[src/logic/osc_ctl_pkg.sv]
// Package of offsets, field positions, reset values and carrier structs for the oscillator control block.
// What this block does
// - Low-power entry clears PLL and crystal enables.
// - Read-only stable flags for three PLLs.
// - Read-only crystal stable flag from hardware.
// - Main PLL enable clear ignored while system clock.
// - Crystal enable clear ignored while in use.
// - Monitored crystal failure forces RC system clock.
// - Forced RC holds until reset or flag clear.
// - Monitor enabled keeps RC oscillator running.
// - Bypass writable only while crystal disabled.
// - Bypass passes external clock as crystal output.
// - Calibration byte loaded at power-on, read-only.
// - Trim equals adjust plus calibration.
// - Reset value has bits 0,1,7 set.
// - Hardware sets RC enable; clear refused when used.
// - Read-only RC oscillator stable flag.
// - Crystal failure sets clock failure flag, NMI.
// - Crystal failure disables crystal and, when fed from it, the main PLL.
package osc_ctl_pkg;

  localparam logic [3:0] ADDR_CONTROL = 4'h0;
  localparam logic [3:0] ADDR_IRQ_STATUS = 4'h4;
  localparam logic [3:0] ADDR_IRQ_MASK = 4'h8;

  localparam int BIT_RC_ON = 0;
  localparam int BIT_RC_STABLE = 1;
  localparam int ADJ_LSB = 3;
  localparam int CAL_LSB = 8;
  localparam int BIT_CRYSTAL_ON = 16;
  localparam int BIT_CRYSTAL_STABLE = 17;
  localparam int BIT_BYPASS = 18;
  localparam int BIT_MONITOR_ON = 19;
  localparam int BIT_MAIN_PLL_ON = 24;
  localparam int BIT_MAIN_PLL_STABLE = 25;
  localparam int BIT_SECOND_PLL_ON = 26;
  localparam int BIT_SECOND_PLL_STABLE = 27;
  localparam int BIT_THIRD_PLL_ON = 28;
  localparam int BIT_THIRD_PLL_STABLE = 29;

  localparam int IRQ_FAIL = 0;
  localparam int IRQ_RC_READY = 1;
  localparam int IRQ_CRYSTAL_READY = 2;
  localparam int IRQ_MAIN_PLL_READY = 3;
  localparam int IRQ_SECOND_PLL_READY = 4;
  localparam int IRQ_THIRD_PLL_READY = 5;
  localparam int IRQ_W = 6;

  localparam logic [4:0] ADJ_RESET = 5'h10;
  localparam logic [IRQ_W-1:0] IRQ_MASK_RESET = 6'h00;

  // System clock selection as reported by the clock switch.
  typedef enum logic [1:0] {
    SYS_RC = 2'b00,
    SYS_CRYSTAL = 2'b01,
    SYS_PLL = 2'b10
  } sys_src_e;

  // Enables sent out to the analogue sources.
  typedef struct packed {
    logic rc_osc_on;
    logic crystal_on;
    logic crystal_bypass;
    logic crystal_monitor_on;
    logic main_pll_on;
    logic second_pll_on;
    logic third_pll_on;
  } src_enable_s;

  // Ready indications returned from the analogue sources.
  typedef struct packed {
    logic rc_osc_ready;
    logic crystal_ready;
    logic main_pll_ready;
    logic second_pll_ready;
    logic third_pll_ready;
  } src_ready_s;

endpackage

[src/logic/stable_gate.sv]
// Stable-flag qualifier: a flag reads one in the cycle after its source is both enabled and reporting ready.
`timescale 1ns/1ps
module stable_gate (
  input wire logic clk_i,
  input wire logic rst_n_i,
  input wire logic enable_i,
  input wire logic ready_i,
  output logic stable_o,
  output logic rise_o
);

  // Registered so the flag and its rising-edge event line up for software.
  always_ff @(posedge clk_i or negedge rst_n_i) begin
    if (!rst_n_i) begin
      stable_o <= 1'b0;
    end else begin
      stable_o <= enable_i & ready_i;
    end
  end

  assign rise_o = enable_i & ready_i & ~stable_o;

endmodule

[src/logic/rc_trim.sv]
// Trim adder that forms the RC oscillator trim word from calibration and adjust.
`timescale 1ns/1ps
module rc_trim #(
  parameter int CAL_W = 8,
  parameter int ADJ_W = 5
) (
  input wire logic clk_i,
  input wire logic rst_n_i,
  input wire logic [CAL_W-1:0] cal_i,
  input wire logic [ADJ_W-1:0] adj_i,
  output logic [CAL_W-1:0] trim_o
);

  logic [CAL_W-1:0] trim_d;

  // The sum wraps at the calibration width; software keeps adjust in range.
  assign trim_d = cal_i + CAL_W'(adj_i);

  always_ff @(posedge clk_i or negedge rst_n_i) begin
    if (!rst_n_i) begin
      trim_o <= '0;
    end else begin
      trim_o <= trim_d;
    end
  end

endmodule

[src/logic/osc_ctl.sv]
// Oscillator and PLL control register with clock monitor and interrupt status.
//
// Design decision made here: strobed register access.
`timescale 1ns/1ps
module osc_ctl (
  input wire logic sys_clk_i,
  input wire logic arst_n_i,
  input wire logic [3:0] addr_i,
  input wire logic [31:0] wdata_i,
  input wire logic wr_i,
  input wire logic rd_i,
  output logic [31:0] rdata_o,
  input wire logic por_load_i,
  input wire logic [7:0] factory_cal_i,
  input wire logic low_power_entry_i,
  input wire logic low_power_exit_i,
  input wire osc_ctl_pkg::sys_src_e sys_src_i,
  input wire logic pll_from_crystal_i,
  input wire logic crystal_stuck_i,
  input wire logic ext_clk_i,
  input wire logic resonator_clk_i,
  input wire osc_ctl_pkg::src_ready_s ready_i,
  output osc_ctl_pkg::src_enable_s enable_o,
  output logic force_rc_o,
  output logic crystal_clk_o,
  output logic [7:0] rc_trim_o,
  output logic nmi_o,
  output logic irq_o
);
  import osc_ctl_pkg::*;

  logic rst_s1_q;
  logic rst_n_q;
  logic rc_on_q;
  logic crystal_on_q;
  logic bypass_q;
  logic monitor_on_q;
  logic main_pll_q;
  logic second_pll_q;
  logic third_pll_q;
  logic [4:0] adj_q;
  logic [7:0] cal_q;
  logic force_rc_q;
  logic [IRQ_W-1:0] status_q;
  logic [IRQ_W-1:0] mask_q;
  logic [31:0] rdata_q;
  logic fail_evt;
  logic wr_ctl;
  logic wr_sts;
  logic rc_eff;
  logic crystal_in_use;
  logic [4:0] stable;
  logic [4:0] rise;
  logic [4:0] src_en;
  logic [4:0] src_rdy;
  logic [IRQ_W-1:0] events;
  logic [31:0] ctl_word;

  // Reset release is synchronised; assertion stays asynchronous.
  always_ff @(posedge sys_clk_i or negedge arst_n_i) begin
    if (!arst_n_i) begin
      rst_s1_q <= 1'b0;
      rst_n_q <= 1'b0;
    end else begin
      rst_s1_q <= 1'b1;
      rst_n_q <= rst_s1_q;
    end
  end

  assign wr_ctl = wr_i && (addr_i == ADDR_CONTROL);
  assign wr_sts = wr_i && (addr_i == ADDR_IRQ_STATUS);

  // A failure only counts while the monitor watches the crystal.
  assign fail_evt = monitor_on_q & crystal_on_q & crystal_stuck_i;
  assign crystal_in_use = (sys_src_i == SYS_CRYSTAL) || (sys_src_i == SYS_PLL && pll_from_crystal_i);

  // RC oscillator enable; hardware sets win over a software clear.
  always_ff @(posedge sys_clk_i or negedge rst_n_q) begin
    if (!rst_n_q) begin
      rc_on_q <= 1'b1;
    end else if (low_power_exit_i || fail_evt) begin
      rc_on_q <= 1'b1;
    end else if (wr_ctl) begin
      // A refused clear keeps the bit; it never turns on an oscillator that was already off.
      rc_on_q <= wdata_i[BIT_RC_ON] | (rc_on_q & ((sys_src_i == SYS_RC) | force_rc_q));
    end
  end

  // Crystal enable and monitor enable.
  always_ff @(posedge sys_clk_i or negedge rst_n_q) begin
    if (!rst_n_q) begin
      crystal_on_q <= 1'b0;
      monitor_on_q <= 1'b0;
    end else begin
      if (low_power_entry_i) begin
        crystal_on_q <= 1'b0;
      end else if (fail_evt) begin
        crystal_on_q <= 1'b0;
      end else if (wr_ctl) begin
        crystal_on_q <= wdata_i[BIT_CRYSTAL_ON] | (crystal_on_q & crystal_in_use & ~force_rc_q);
      end
      if (wr_ctl) begin
        monitor_on_q <= wdata_i[BIT_MONITOR_ON];
      end
    end
  end

  // Bypass may only change while the crystal is off, so the mode never flips under a live clock.
  always_ff @(posedge sys_clk_i or negedge rst_n_q) begin
    if (!rst_n_q) begin
      bypass_q <= 1'b0;
    end else if (wr_ctl && !crystal_on_q) begin
      bypass_q <= wdata_i[BIT_BYPASS];
    end
  end

  // PLL enables.
  always_ff @(posedge sys_clk_i or negedge rst_n_q) begin
    if (!rst_n_q) begin
      main_pll_q <= 1'b0;
      second_pll_q <= 1'b0;
      third_pll_q <= 1'b0;
    end else if (low_power_entry_i) begin
      main_pll_q <= 1'b0;
      second_pll_q <= 1'b0;
      third_pll_q <= 1'b0;
    end else if (fail_evt && pll_from_crystal_i) begin
      main_pll_q <= 1'b0;
    end else if (wr_ctl) begin
      main_pll_q <= wdata_i[BIT_MAIN_PLL_ON] | (main_pll_q & (sys_src_i == SYS_PLL) & ~force_rc_q);
      second_pll_q <= wdata_i[BIT_SECOND_PLL_ON];
      third_pll_q <= wdata_i[BIT_THIRD_PLL_ON];
    end
  end

  // Trim adjust is software-owned.
  always_ff @(posedge sys_clk_i or negedge rst_n_q) begin
    if (!rst_n_q) begin
      adj_q <= ADJ_RESET;
    end else if (wr_ctl) begin
      adj_q <= wdata_i[ADJ_LSB +: 5];
    end
  end

  // Calibration is captured on the power-on load strobe and is never written by software.
  always_ff @(posedge sys_clk_i or negedge rst_n_q) begin
    if (!rst_n_q) begin
      cal_q <= 8'h00;
    end else if (por_load_i) begin
      cal_q <= factory_cal_i;
    end
  end

  // Forced RC selection sticks until reset or the failure flag is cleared.
  always_ff @(posedge sys_clk_i or negedge rst_n_q) begin
    if (!rst_n_q) begin
      force_rc_q <= 1'b0;
    end else if (fail_evt) begin
      force_rc_q <= 1'b1;
    end else if (wr_sts && wdata_i[IRQ_FAIL]) begin
      force_rc_q <= 1'b0;
    end
  end

  // Stable flags, one qualifier per source.
  assign src_en = {third_pll_q, second_pll_q, main_pll_q, crystal_on_q, rc_eff};
  assign src_rdy = {ready_i.third_pll_ready, ready_i.second_pll_ready, ready_i.main_pll_ready,
                    ready_i.crystal_ready, ready_i.rc_osc_ready};

  genvar g;
  generate
    for (g = 0; g < 5; g++) begin : g_stable
      stable_gate u_gate (
        .clk_i(sys_clk_i),
        .rst_n_i(rst_n_q),
        .enable_i(src_en[g]),
        .ready_i(src_rdy[g]),
        .stable_o(stable[g]),
        .rise_o(rise[g])
      );
    end
  endgenerate

  rc_trim #(.CAL_W(8), .ADJ_W(5)) u_trim (
    .clk_i(sys_clk_i),
    .rst_n_i(rst_n_q),
    .cal_i(cal_q),
    .adj_i(adj_q),
    .trim_o(rc_trim_o)
  );

  // Interrupt status: set beats a write-one clear in the same cycle.
  assign events = {rise[4], rise[3], rise[2], rise[1], rise[0], fail_evt};
  always_ff @(posedge sys_clk_i or negedge rst_n_q) begin
    if (!rst_n_q) begin
      status_q <= '0;
      mask_q <= IRQ_MASK_RESET;
    end else begin
      status_q <= events | (status_q & ~(wr_sts ? wdata_i[IRQ_W-1:0] : '0));
      if (wr_i && addr_i == ADDR_IRQ_MASK) begin
        mask_q <= wdata_i[IRQ_W-1:0];
      end
    end
  end

  // Control word as software sees it; reserved bits read zero.
  always_comb begin
    ctl_word = 32'h0000_0000;
    ctl_word[BIT_RC_ON] = rc_on_q;
    ctl_word[BIT_RC_STABLE] = stable[0];
    ctl_word[ADJ_LSB +: 5] = adj_q;
    ctl_word[CAL_LSB +: 8] = cal_q;
    ctl_word[BIT_CRYSTAL_ON] = crystal_on_q;
    ctl_word[BIT_CRYSTAL_STABLE] = stable[1];
    ctl_word[BIT_BYPASS] = bypass_q;
    ctl_word[BIT_MONITOR_ON] = monitor_on_q;
    ctl_word[BIT_MAIN_PLL_ON] = main_pll_q;
    ctl_word[BIT_MAIN_PLL_STABLE] = stable[2];
    ctl_word[BIT_SECOND_PLL_ON] = second_pll_q;
    ctl_word[BIT_SECOND_PLL_STABLE] = stable[3];
    ctl_word[BIT_THIRD_PLL_ON] = third_pll_q;
    ctl_word[BIT_THIRD_PLL_STABLE] = stable[4];
  end

  // Read data stand one cycle after the strobe and return to zero after.
  always_ff @(posedge sys_clk_i or negedge rst_n_q) begin
    if (!rst_n_q) begin
      rdata_q <= 32'h0000_0000;
    end else if (rd_i) begin
      case (addr_i)
        ADDR_CONTROL: rdata_q <= ctl_word;
        ADDR_IRQ_STATUS: rdata_q <= {26'h0, status_q};
        ADDR_IRQ_MASK: rdata_q <= {26'h0, mask_q};
        default: rdata_q <= 32'h0000_0000;
      endcase
    end else begin
      rdata_q <= 32'h0000_0000;
    end
  end

  // The monitor keeps the RC running regardless of its enable bit.
  assign rc_eff = rc_on_q | monitor_on_q | force_rc_q;

  assign rdata_o = rdata_q;
  assign enable_o.rc_osc_on = rc_eff;
  assign enable_o.crystal_on = crystal_on_q & ~bypass_q;
  assign enable_o.crystal_bypass = bypass_q;
  assign enable_o.crystal_monitor_on = monitor_on_q;
  assign enable_o.main_pll_on = main_pll_q;
  assign enable_o.second_pll_on = second_pll_q;
  assign enable_o.third_pll_on = third_pll_q;
  assign force_rc_o = force_rc_q;
  // Clock path mux; this is a clock, not data, so it cannot be registered.
  assign crystal_clk_o = crystal_on_q & (bypass_q ? ext_clk_i : resonator_clk_i);
  assign nmi_o = status_q[IRQ_FAIL];
  assign irq_o = |(status_q & mask_q);

endmodule

[config.mk]
export PLATFORM = sky130hd
export DESIGN_NAME = osc_ctl
export DESIGN_NICKNAME = d
export VERILOG_FILES = /design/src/logic/osc_ctl_pkg.sv /design/src/logic/stable_gate.sv /design/src/logic/rc_trim.sv /design/src/logic/osc_ctl.sv
export SDC_FILE = /design/constraint.sdc
export NUM_CORES = 1
export LEC_CHECK = 0
export BUFFER_PORTS_ARGS = -buffer_cell sky130_fd_sc_hd__buf_2
export CORE_AREA = 2 2 115 117
export CTS_BUF_LIST = sky130_fd_sc_hd__clkbuf_8 sky130_fd_sc_hd__clkbuf_16
export CTS_CLUSTER_SIZE = 25
export DETAILED_ROUTE_END_ITERATION = 10
export DIE_AREA = 0 0 117 119
export GPL_TIMING_DRIVEN = 0
export MAX_ROUTING_LAYER = met4
export PLACE_DENSITY = 0.49
export SLEW_MARGIN = 0
export SYNTH_ARGS = -nofsm -noshare
export SYNTH_HDL_FRONTEND = slang
export SYNTH_SLANG_ARGS = --single-unit
export TNS_END_PERCENT = 5
[constraint.sdc]
create_clock -name sys_clk_i -period 2.8 [get_ports sys_clk_i]
set_input_delay 0.56 -clock sys_clk_i [delete_from_list [all_inputs] [get_ports sys_clk_i]]
set_output_delay 0.56 -clock sys_clk_i [all_outputs]
set_load 0.01 [all_outputs]
==> results of run 1 <==
[report_power, final]
group | internal [mW] | switching (mW)
Sequential | 1.19 | 0.0877
Clock | 0.825 | 0.434
Combinational | 0.211 | 0.209
[layout by cell type (no fill, tap or decap), drive strengths merged, types with 6 or more instances in the layout]
cell type | netlist | routed
buf | 16 | 102
and2 | 26 | 26
a21oi | 11 | 11
dfrtp | 72 | 72
mux2 | 14 | 14
mux2i | 6 | 6
inv | 9 | 10
nor2 | 16 | 16
nand2 | 33 | 33
nand3 | 9 | 9
clkbuf | 3 | 14
conb | 2 | 7
[worst max-delay path, cell delays in order (launching register included)]
cell,delay (ns)
dfrtp_1,0.43
or3_4,0.41
buf_4,0.13
buf_2,0.13
[registers in the layout, summed over array words and instances, names as in the netlist, 5 cells and up]
name	flops
rdata_o	26
cal_q	8
u_trim.trim_o	8
mask_q	6
status_q	6
adj_q	5
g_stable.u_gate.stable_o	5
[cell type report]
| cell class | count | area, sq um |
|---|---|---|
| timing repair buffer | 87 | 463 |
| clock buffer | 11 | 253 |
| tap | 176 | 220 |
| buffer | 19 | 141 |
| clock inverter | 5 | 77.6 |
| inverter | 9 | 33.8 |
| multi-input combinational | 171 | 1120 |
| fill | 1344 | 8700 |
| sequential | 74 | 1860 |
[how the worst min path moves through the flow]
stage | start | end | slack [ns]
after floorplan | arst_n_i | rst_n_q | 0.26
after global placement | rst_s1_q | rst_n_q | 0.34
after detailed placement | rst_n_q | force_rc_o | 0.22
after CTS | rst_n_q | rdata_o[19] | 0.22
after global routing | rst_n_q | rdata_o[19] | 0.24
final | rst_n_q | rdata_o[19] | 0.21
[logic make-up after synthesis]
group | share of synthesized area, %
AND/OR/NAND/NOR | 16.8
flip-flops | 59.1
AO/OA/AOI/OAI | 6.94
buffers and inverters | 5.59
multiplexers | 6.94
adder cells (fa/ha/maj) | 2.63
XOR/XNOR | 1.68
other | 0.240
[layer usage]
layer,track usage (%),vias up,part of all wire [%]
met5,-,-,0
met4,3.53,0,1.4
met3,3.66,10,5.4
met2,18.0,79,48
met1,14.6,1034,46
li1,-,1080,-
[timing repair]
item,4_1_cts,5_1_grt
endpoints found under the hold margin,2,0
endpoints found under the setup margin,0,0
setup buffers,0,0
hold buffers,1,0
==> metrics, run 1 <==
library cells used by synthesis 42; leakage power about 2.1 nW; initial drt markers 75; max-slew violations 0; Top FF cell, synth dfrtp_1; Starting Density between 20% and 30%; Worst Path Arrival approximately 1.4 ns; RR Startpoint adj_q[0]; Bufs on Longest Clock Path 2; Final Cell Area 4170 sq um; TritonCTS clock tree done; clk root buf clkbuf_16; post-layout util roughly a third; synthesis-to-finish area growth 33.0%; worst hold path class reg2async; critical path peak fanout 6; status completed; I/O pins roughly 110; post-place setup slack between 1 and 1.5 ns; Max Clk Rate about 0.5 GHz; fraction of layout cells with a size suffix above 1 between 30% and 40%; Synth area leader dfrtp_1; YS warnings 0; unrepaired setup endpoints after global routing false; endpoints failing hold 0; RePlAce Congestion a little under 0.8; critical path type reg2out; r2r worst-path depth 7; Finish-stage setup viols 0; final std cells w/o fill 552; Post-DP Area approximately 3800 sq um; post-DP HPWL approximately 5600 um; die width ~120 um; Gate Count Post-Synth 268; total power draw slightly below 3 mW; H-tree depth 3; Synth top area share a little under three fifths; first drt pass iteration count 4; CTS resizes 0; Max-slew headroom approximately 64%; worst slew pin tran between 0.5 and 0.6 ns; clock-pin slew on the worst setup and hold paths around 0.06 ns; setup tns final 0 ns; worst path required time roughly 2.2 ns; largest net degree at the start of global routing 56; end point of the critical path enable_o[6]; drt drc 0; most common cell in the netlist dfrtp_1; Core Footprint 12900 sq um; Synth top cells by count 72 x dfrtp_1, 31 x nand2_1, 24 x and2_1, 16 x nor2_1; synthesized area 3140 sq um; ys async rst share 100%; later-pin clock latency in the skew report around 0.33 ns; dpl cells around 540; PortBufs 85; Synth Area per Inst ~12 sq um; initial antenna violation count 0; period utilization a little under three quarters; NumNets Final 439; ANT cells 0; ANT nets after route 0; vias 2203; Cell Pwr Density roughly 710 nW/um^2; Die H 119 um; Post-synth EDFFs 0; maxcap violations 0; Final Worst Setup Slack a little over 0.8 ns; row cnt 42; CP endpoint kind output pin; full die area ~14000 sq um; cts bufs inserted 9; GRT Util Overall 11.6%; total wire length around 7500 um; ranking of synthesized cells by area dfrtp_1 57%, mux2_2 5.0%, and2_1 4.8%; vias in the first global route 2258; Seq/Total Area, Yosys between 50% and 60%; global-route wire length before repair roughly 12000 um; grt total ovfl 0; startpoint types register; DR WL/cell roughly 14 um; synthesized flop and latch total 74; hold slack approximately 0.21 ns; skew final about 0.0064 ns; crit path time final 1.99 ns; FF-to-FF End u_trim.trim_o[6]; Worst R2R Setup Slack approximately 1.1 ns; VDD IR-drop max 0.261 mV; clock sink total 74; Worst Setup SP force_rc_o; vias per inst around 4
(Power assumes the default switching activity.)
==> run 2: changes to the inputs <==
==> constraint.sdc (replaced) <==
create_clock -name sys_clk_i -period 1.91 [get_ports sys_clk_i]
set_input_delay 0.382 -clock sys_clk_i [delete_from_list [all_inputs] [get_ports sys_clk_i]]
set_output_delay 0.382 -clock sys_clk_i [all_outputs]
set_load 0.01 [all_outputs]
==> metrics, run 2 (synthesis gave the netlist of run 1 again) <==
first drt pass iteration count 4 (unchanged); total power draw 4.30 mW (was 2.96 mW); H-tree depth 3 (unchanged); Cell Pwr Density 1030 nW/um^2 (was 709 nW/um^2); most frequent cells in the layout 85 x buf_2, 71 x dfrtp_1, 31 x nand2_1 (unchanged); r2r worst-path depth 7 (unchanged); TritonCTS clock tree done (unchanged); maxcap violations 0 (unchanged); worst path required time 1.53 ns (was 2.24 ns); post-place setup slack 0.234 ns (was 1.03 ns); clk root buf clkbuf_16 (unchanged); row cnt 42 (unchanged); Die H 119 um (unchanged); CTS Hold Bufs 1 (unchanged); fill count 1345 (was 1344); ANT cells 0 (unchanged); status completed (unchanged); grt total ovfl 0 (unchanged); Core Footprint 12900 sq um (unchanged); skew final 0.00527 ns (was 0.00639 ns); post-DP HPWL 5610 um (was 5630 um); Worst R2R Setup Slack 0.21 ns (was 1.12 ns); initial antenna violation count 0 (unchanged); period utilization between 90% and 100%; unrepaired setup endpoints after global routing false (unchanged); leakage power 2.14 nW (about the same); slowest CP cell dfrtp_1 (unchanged); total wire length 7490 um (was 7530 um); NumNets Final 439 (unchanged); CTS resizes 0 (unchanged); crit path time final 1.82 ns; max-slew violations 0 (unchanged); PortBufs 85 (unchanged); endpoints failing hold 0 (unchanged); vias in the first global route 2218 (was 2258); vias 2198 (was 2203); Max-slew headroom 65.4% (was 64.3%); vias per inst 3.98 (was 3.99); synthesis-to-finish area growth 32.7% (was 33.0%); worst hold path class reg2async (unchanged); largest net degree at the start of global routing 58 (was 56); CP endpoint kind output pin (unchanged); Max Clk Rate 0.548 GHz; postcts setup bufs 0 (unchanged); Worst Path Arrival 1.44 ns (was 1.43 ns); crit path cell chain or3_4, buf_4, buf_2 (unchanged); clock sink total 74 (unchanged); RR Startpoint adj_q[0] (unchanged); critical path peak fanout 6 (unchanged); clock-pin slew on the worst setup and hold paths 0.06 ns (about the same); later-pin clock latency in the skew report 0.33 ns (about the same); cts bufs inserted 9 (unchanged); Finish-stage setup viols 0 (unchanged); post-layout util 32.3% (was 32.4%); die width 117 um (unchanged); I/O pins 113 (unchanged); setup tns final 0 ns (unchanged); full die area 13900 sq um (unchanged); FF-to-FF End u_trim.trim_o[6] (unchanged); ANT nets after route 0 (unchanged); startpoint types register (unchanged); fraction of layout cells with a size suffix above 1 38.3% (unchanged); worst slew pin tran 0.519 ns (was 0.536 ns); RePlAce Congestion 0.771 (was 0.778); Final Worst Setup Slack 0.0862 ns (was 0.815 ns); Critical Path Max Stage Delay 0.44 ns (was 0.43 ns); GRT Util Overall 11.7% (was 11.6%); VDD IR-drop max 0.386 mV (was 0.261 mV); initial drt markers 92 (was 75); most common cell after layout, fill and taps aside buf_2 (unchanged); hold slack 0.201 ns (was 0.207 ns); critical path type reg2out (unchanged); Bufs on Longest Clock Path 2 (unchanged); DR WL/cell 13.6 um (about the same); Largest register FFs 26 (unchanged); drt drc 0 (unchanged); global-route wire length before repair 11800 um (about the same); Starting Density 24.4% (unchanged)
-- run 2: how the worst max path moves through the flow --
stage / startpoint / endpoint / slack (ns) / cells past startpoint
after floorplan: adj_q[0] / u_trim.trim_o[6] / 0.42 / 7
after global placement: rst_n_q / u_trim.trim_o[7] / 0.15 / 0
after detailed placement: adj_q[0] / u_trim.trim_o[6] / 0.23 / 7
after CTS: force_rc_o / enable_o[6] / 0.07 / 3
after global routing: adj_q[0] / u_trim.trim_o[6] / 0.001 / 7
final: force_rc_o / enable_o[6] / 0.09 / 3
-- run 2: layout make-up --
class | instances | area [sq um] | share of cell area [%]
flip-flops and latches | 74 | 1860 | 44.6
multi-input cells | 171 | 1120 | 27.0
repair buffers | 87 | 463 | 11.1
clock buffers | 10 | 239 | 5.74
well taps | 176 | 220 | 5.29
plain buffers | 19 | 141 | 3.40
clock inverters | 6 | 81.3 | 1.95
inverters | 9 | 33.8 | 0.812
-- run 2: report_power, final --
| part | internal (mW) | switching (mW) | total (mW) |
|---|---|---|---|
| clock | 1.17 | 0.637 | 1.81 |
| combinational | 0.309 | 0.308 | 0.618 |
| sequential | 1.75 | 0.129 | 1.88 |
| total | 3.23 | 1.07 | 4.30 |
-- run 2: stage by stage --
step           instance area [sq um]  std cells
4_1_cts                         4160        552
3_5_place_dp                    3830        535
5_1_grt                         4160        552
6_report                        4160        552
3_3_place_gp                    3800        534
2_1_floorplan                   3160        273
-- run 2: critical path: cells and delay by family, from the launching register on --
family | cells | cell delay, ns
DFF | 1 | 0.44
and+or+nand+nor | 1 | 0.41
buffers and inverters | 2 | 0.25
-- run 2: routing by layer --
| layer | global-route usage (%) | vias up | part of all wire (%) |
|---|---|---|---|
| li1 | - | 1084 | - |
| met1 | 14.7 | 1027 | 45 |
| met2 | 18.2 | 79 | 48 |
| met3 | 3.26 | 8 | 6.1 |
| met4 | 3.97 | 0 | 1.1 |
| met5 | - | - | 0 |
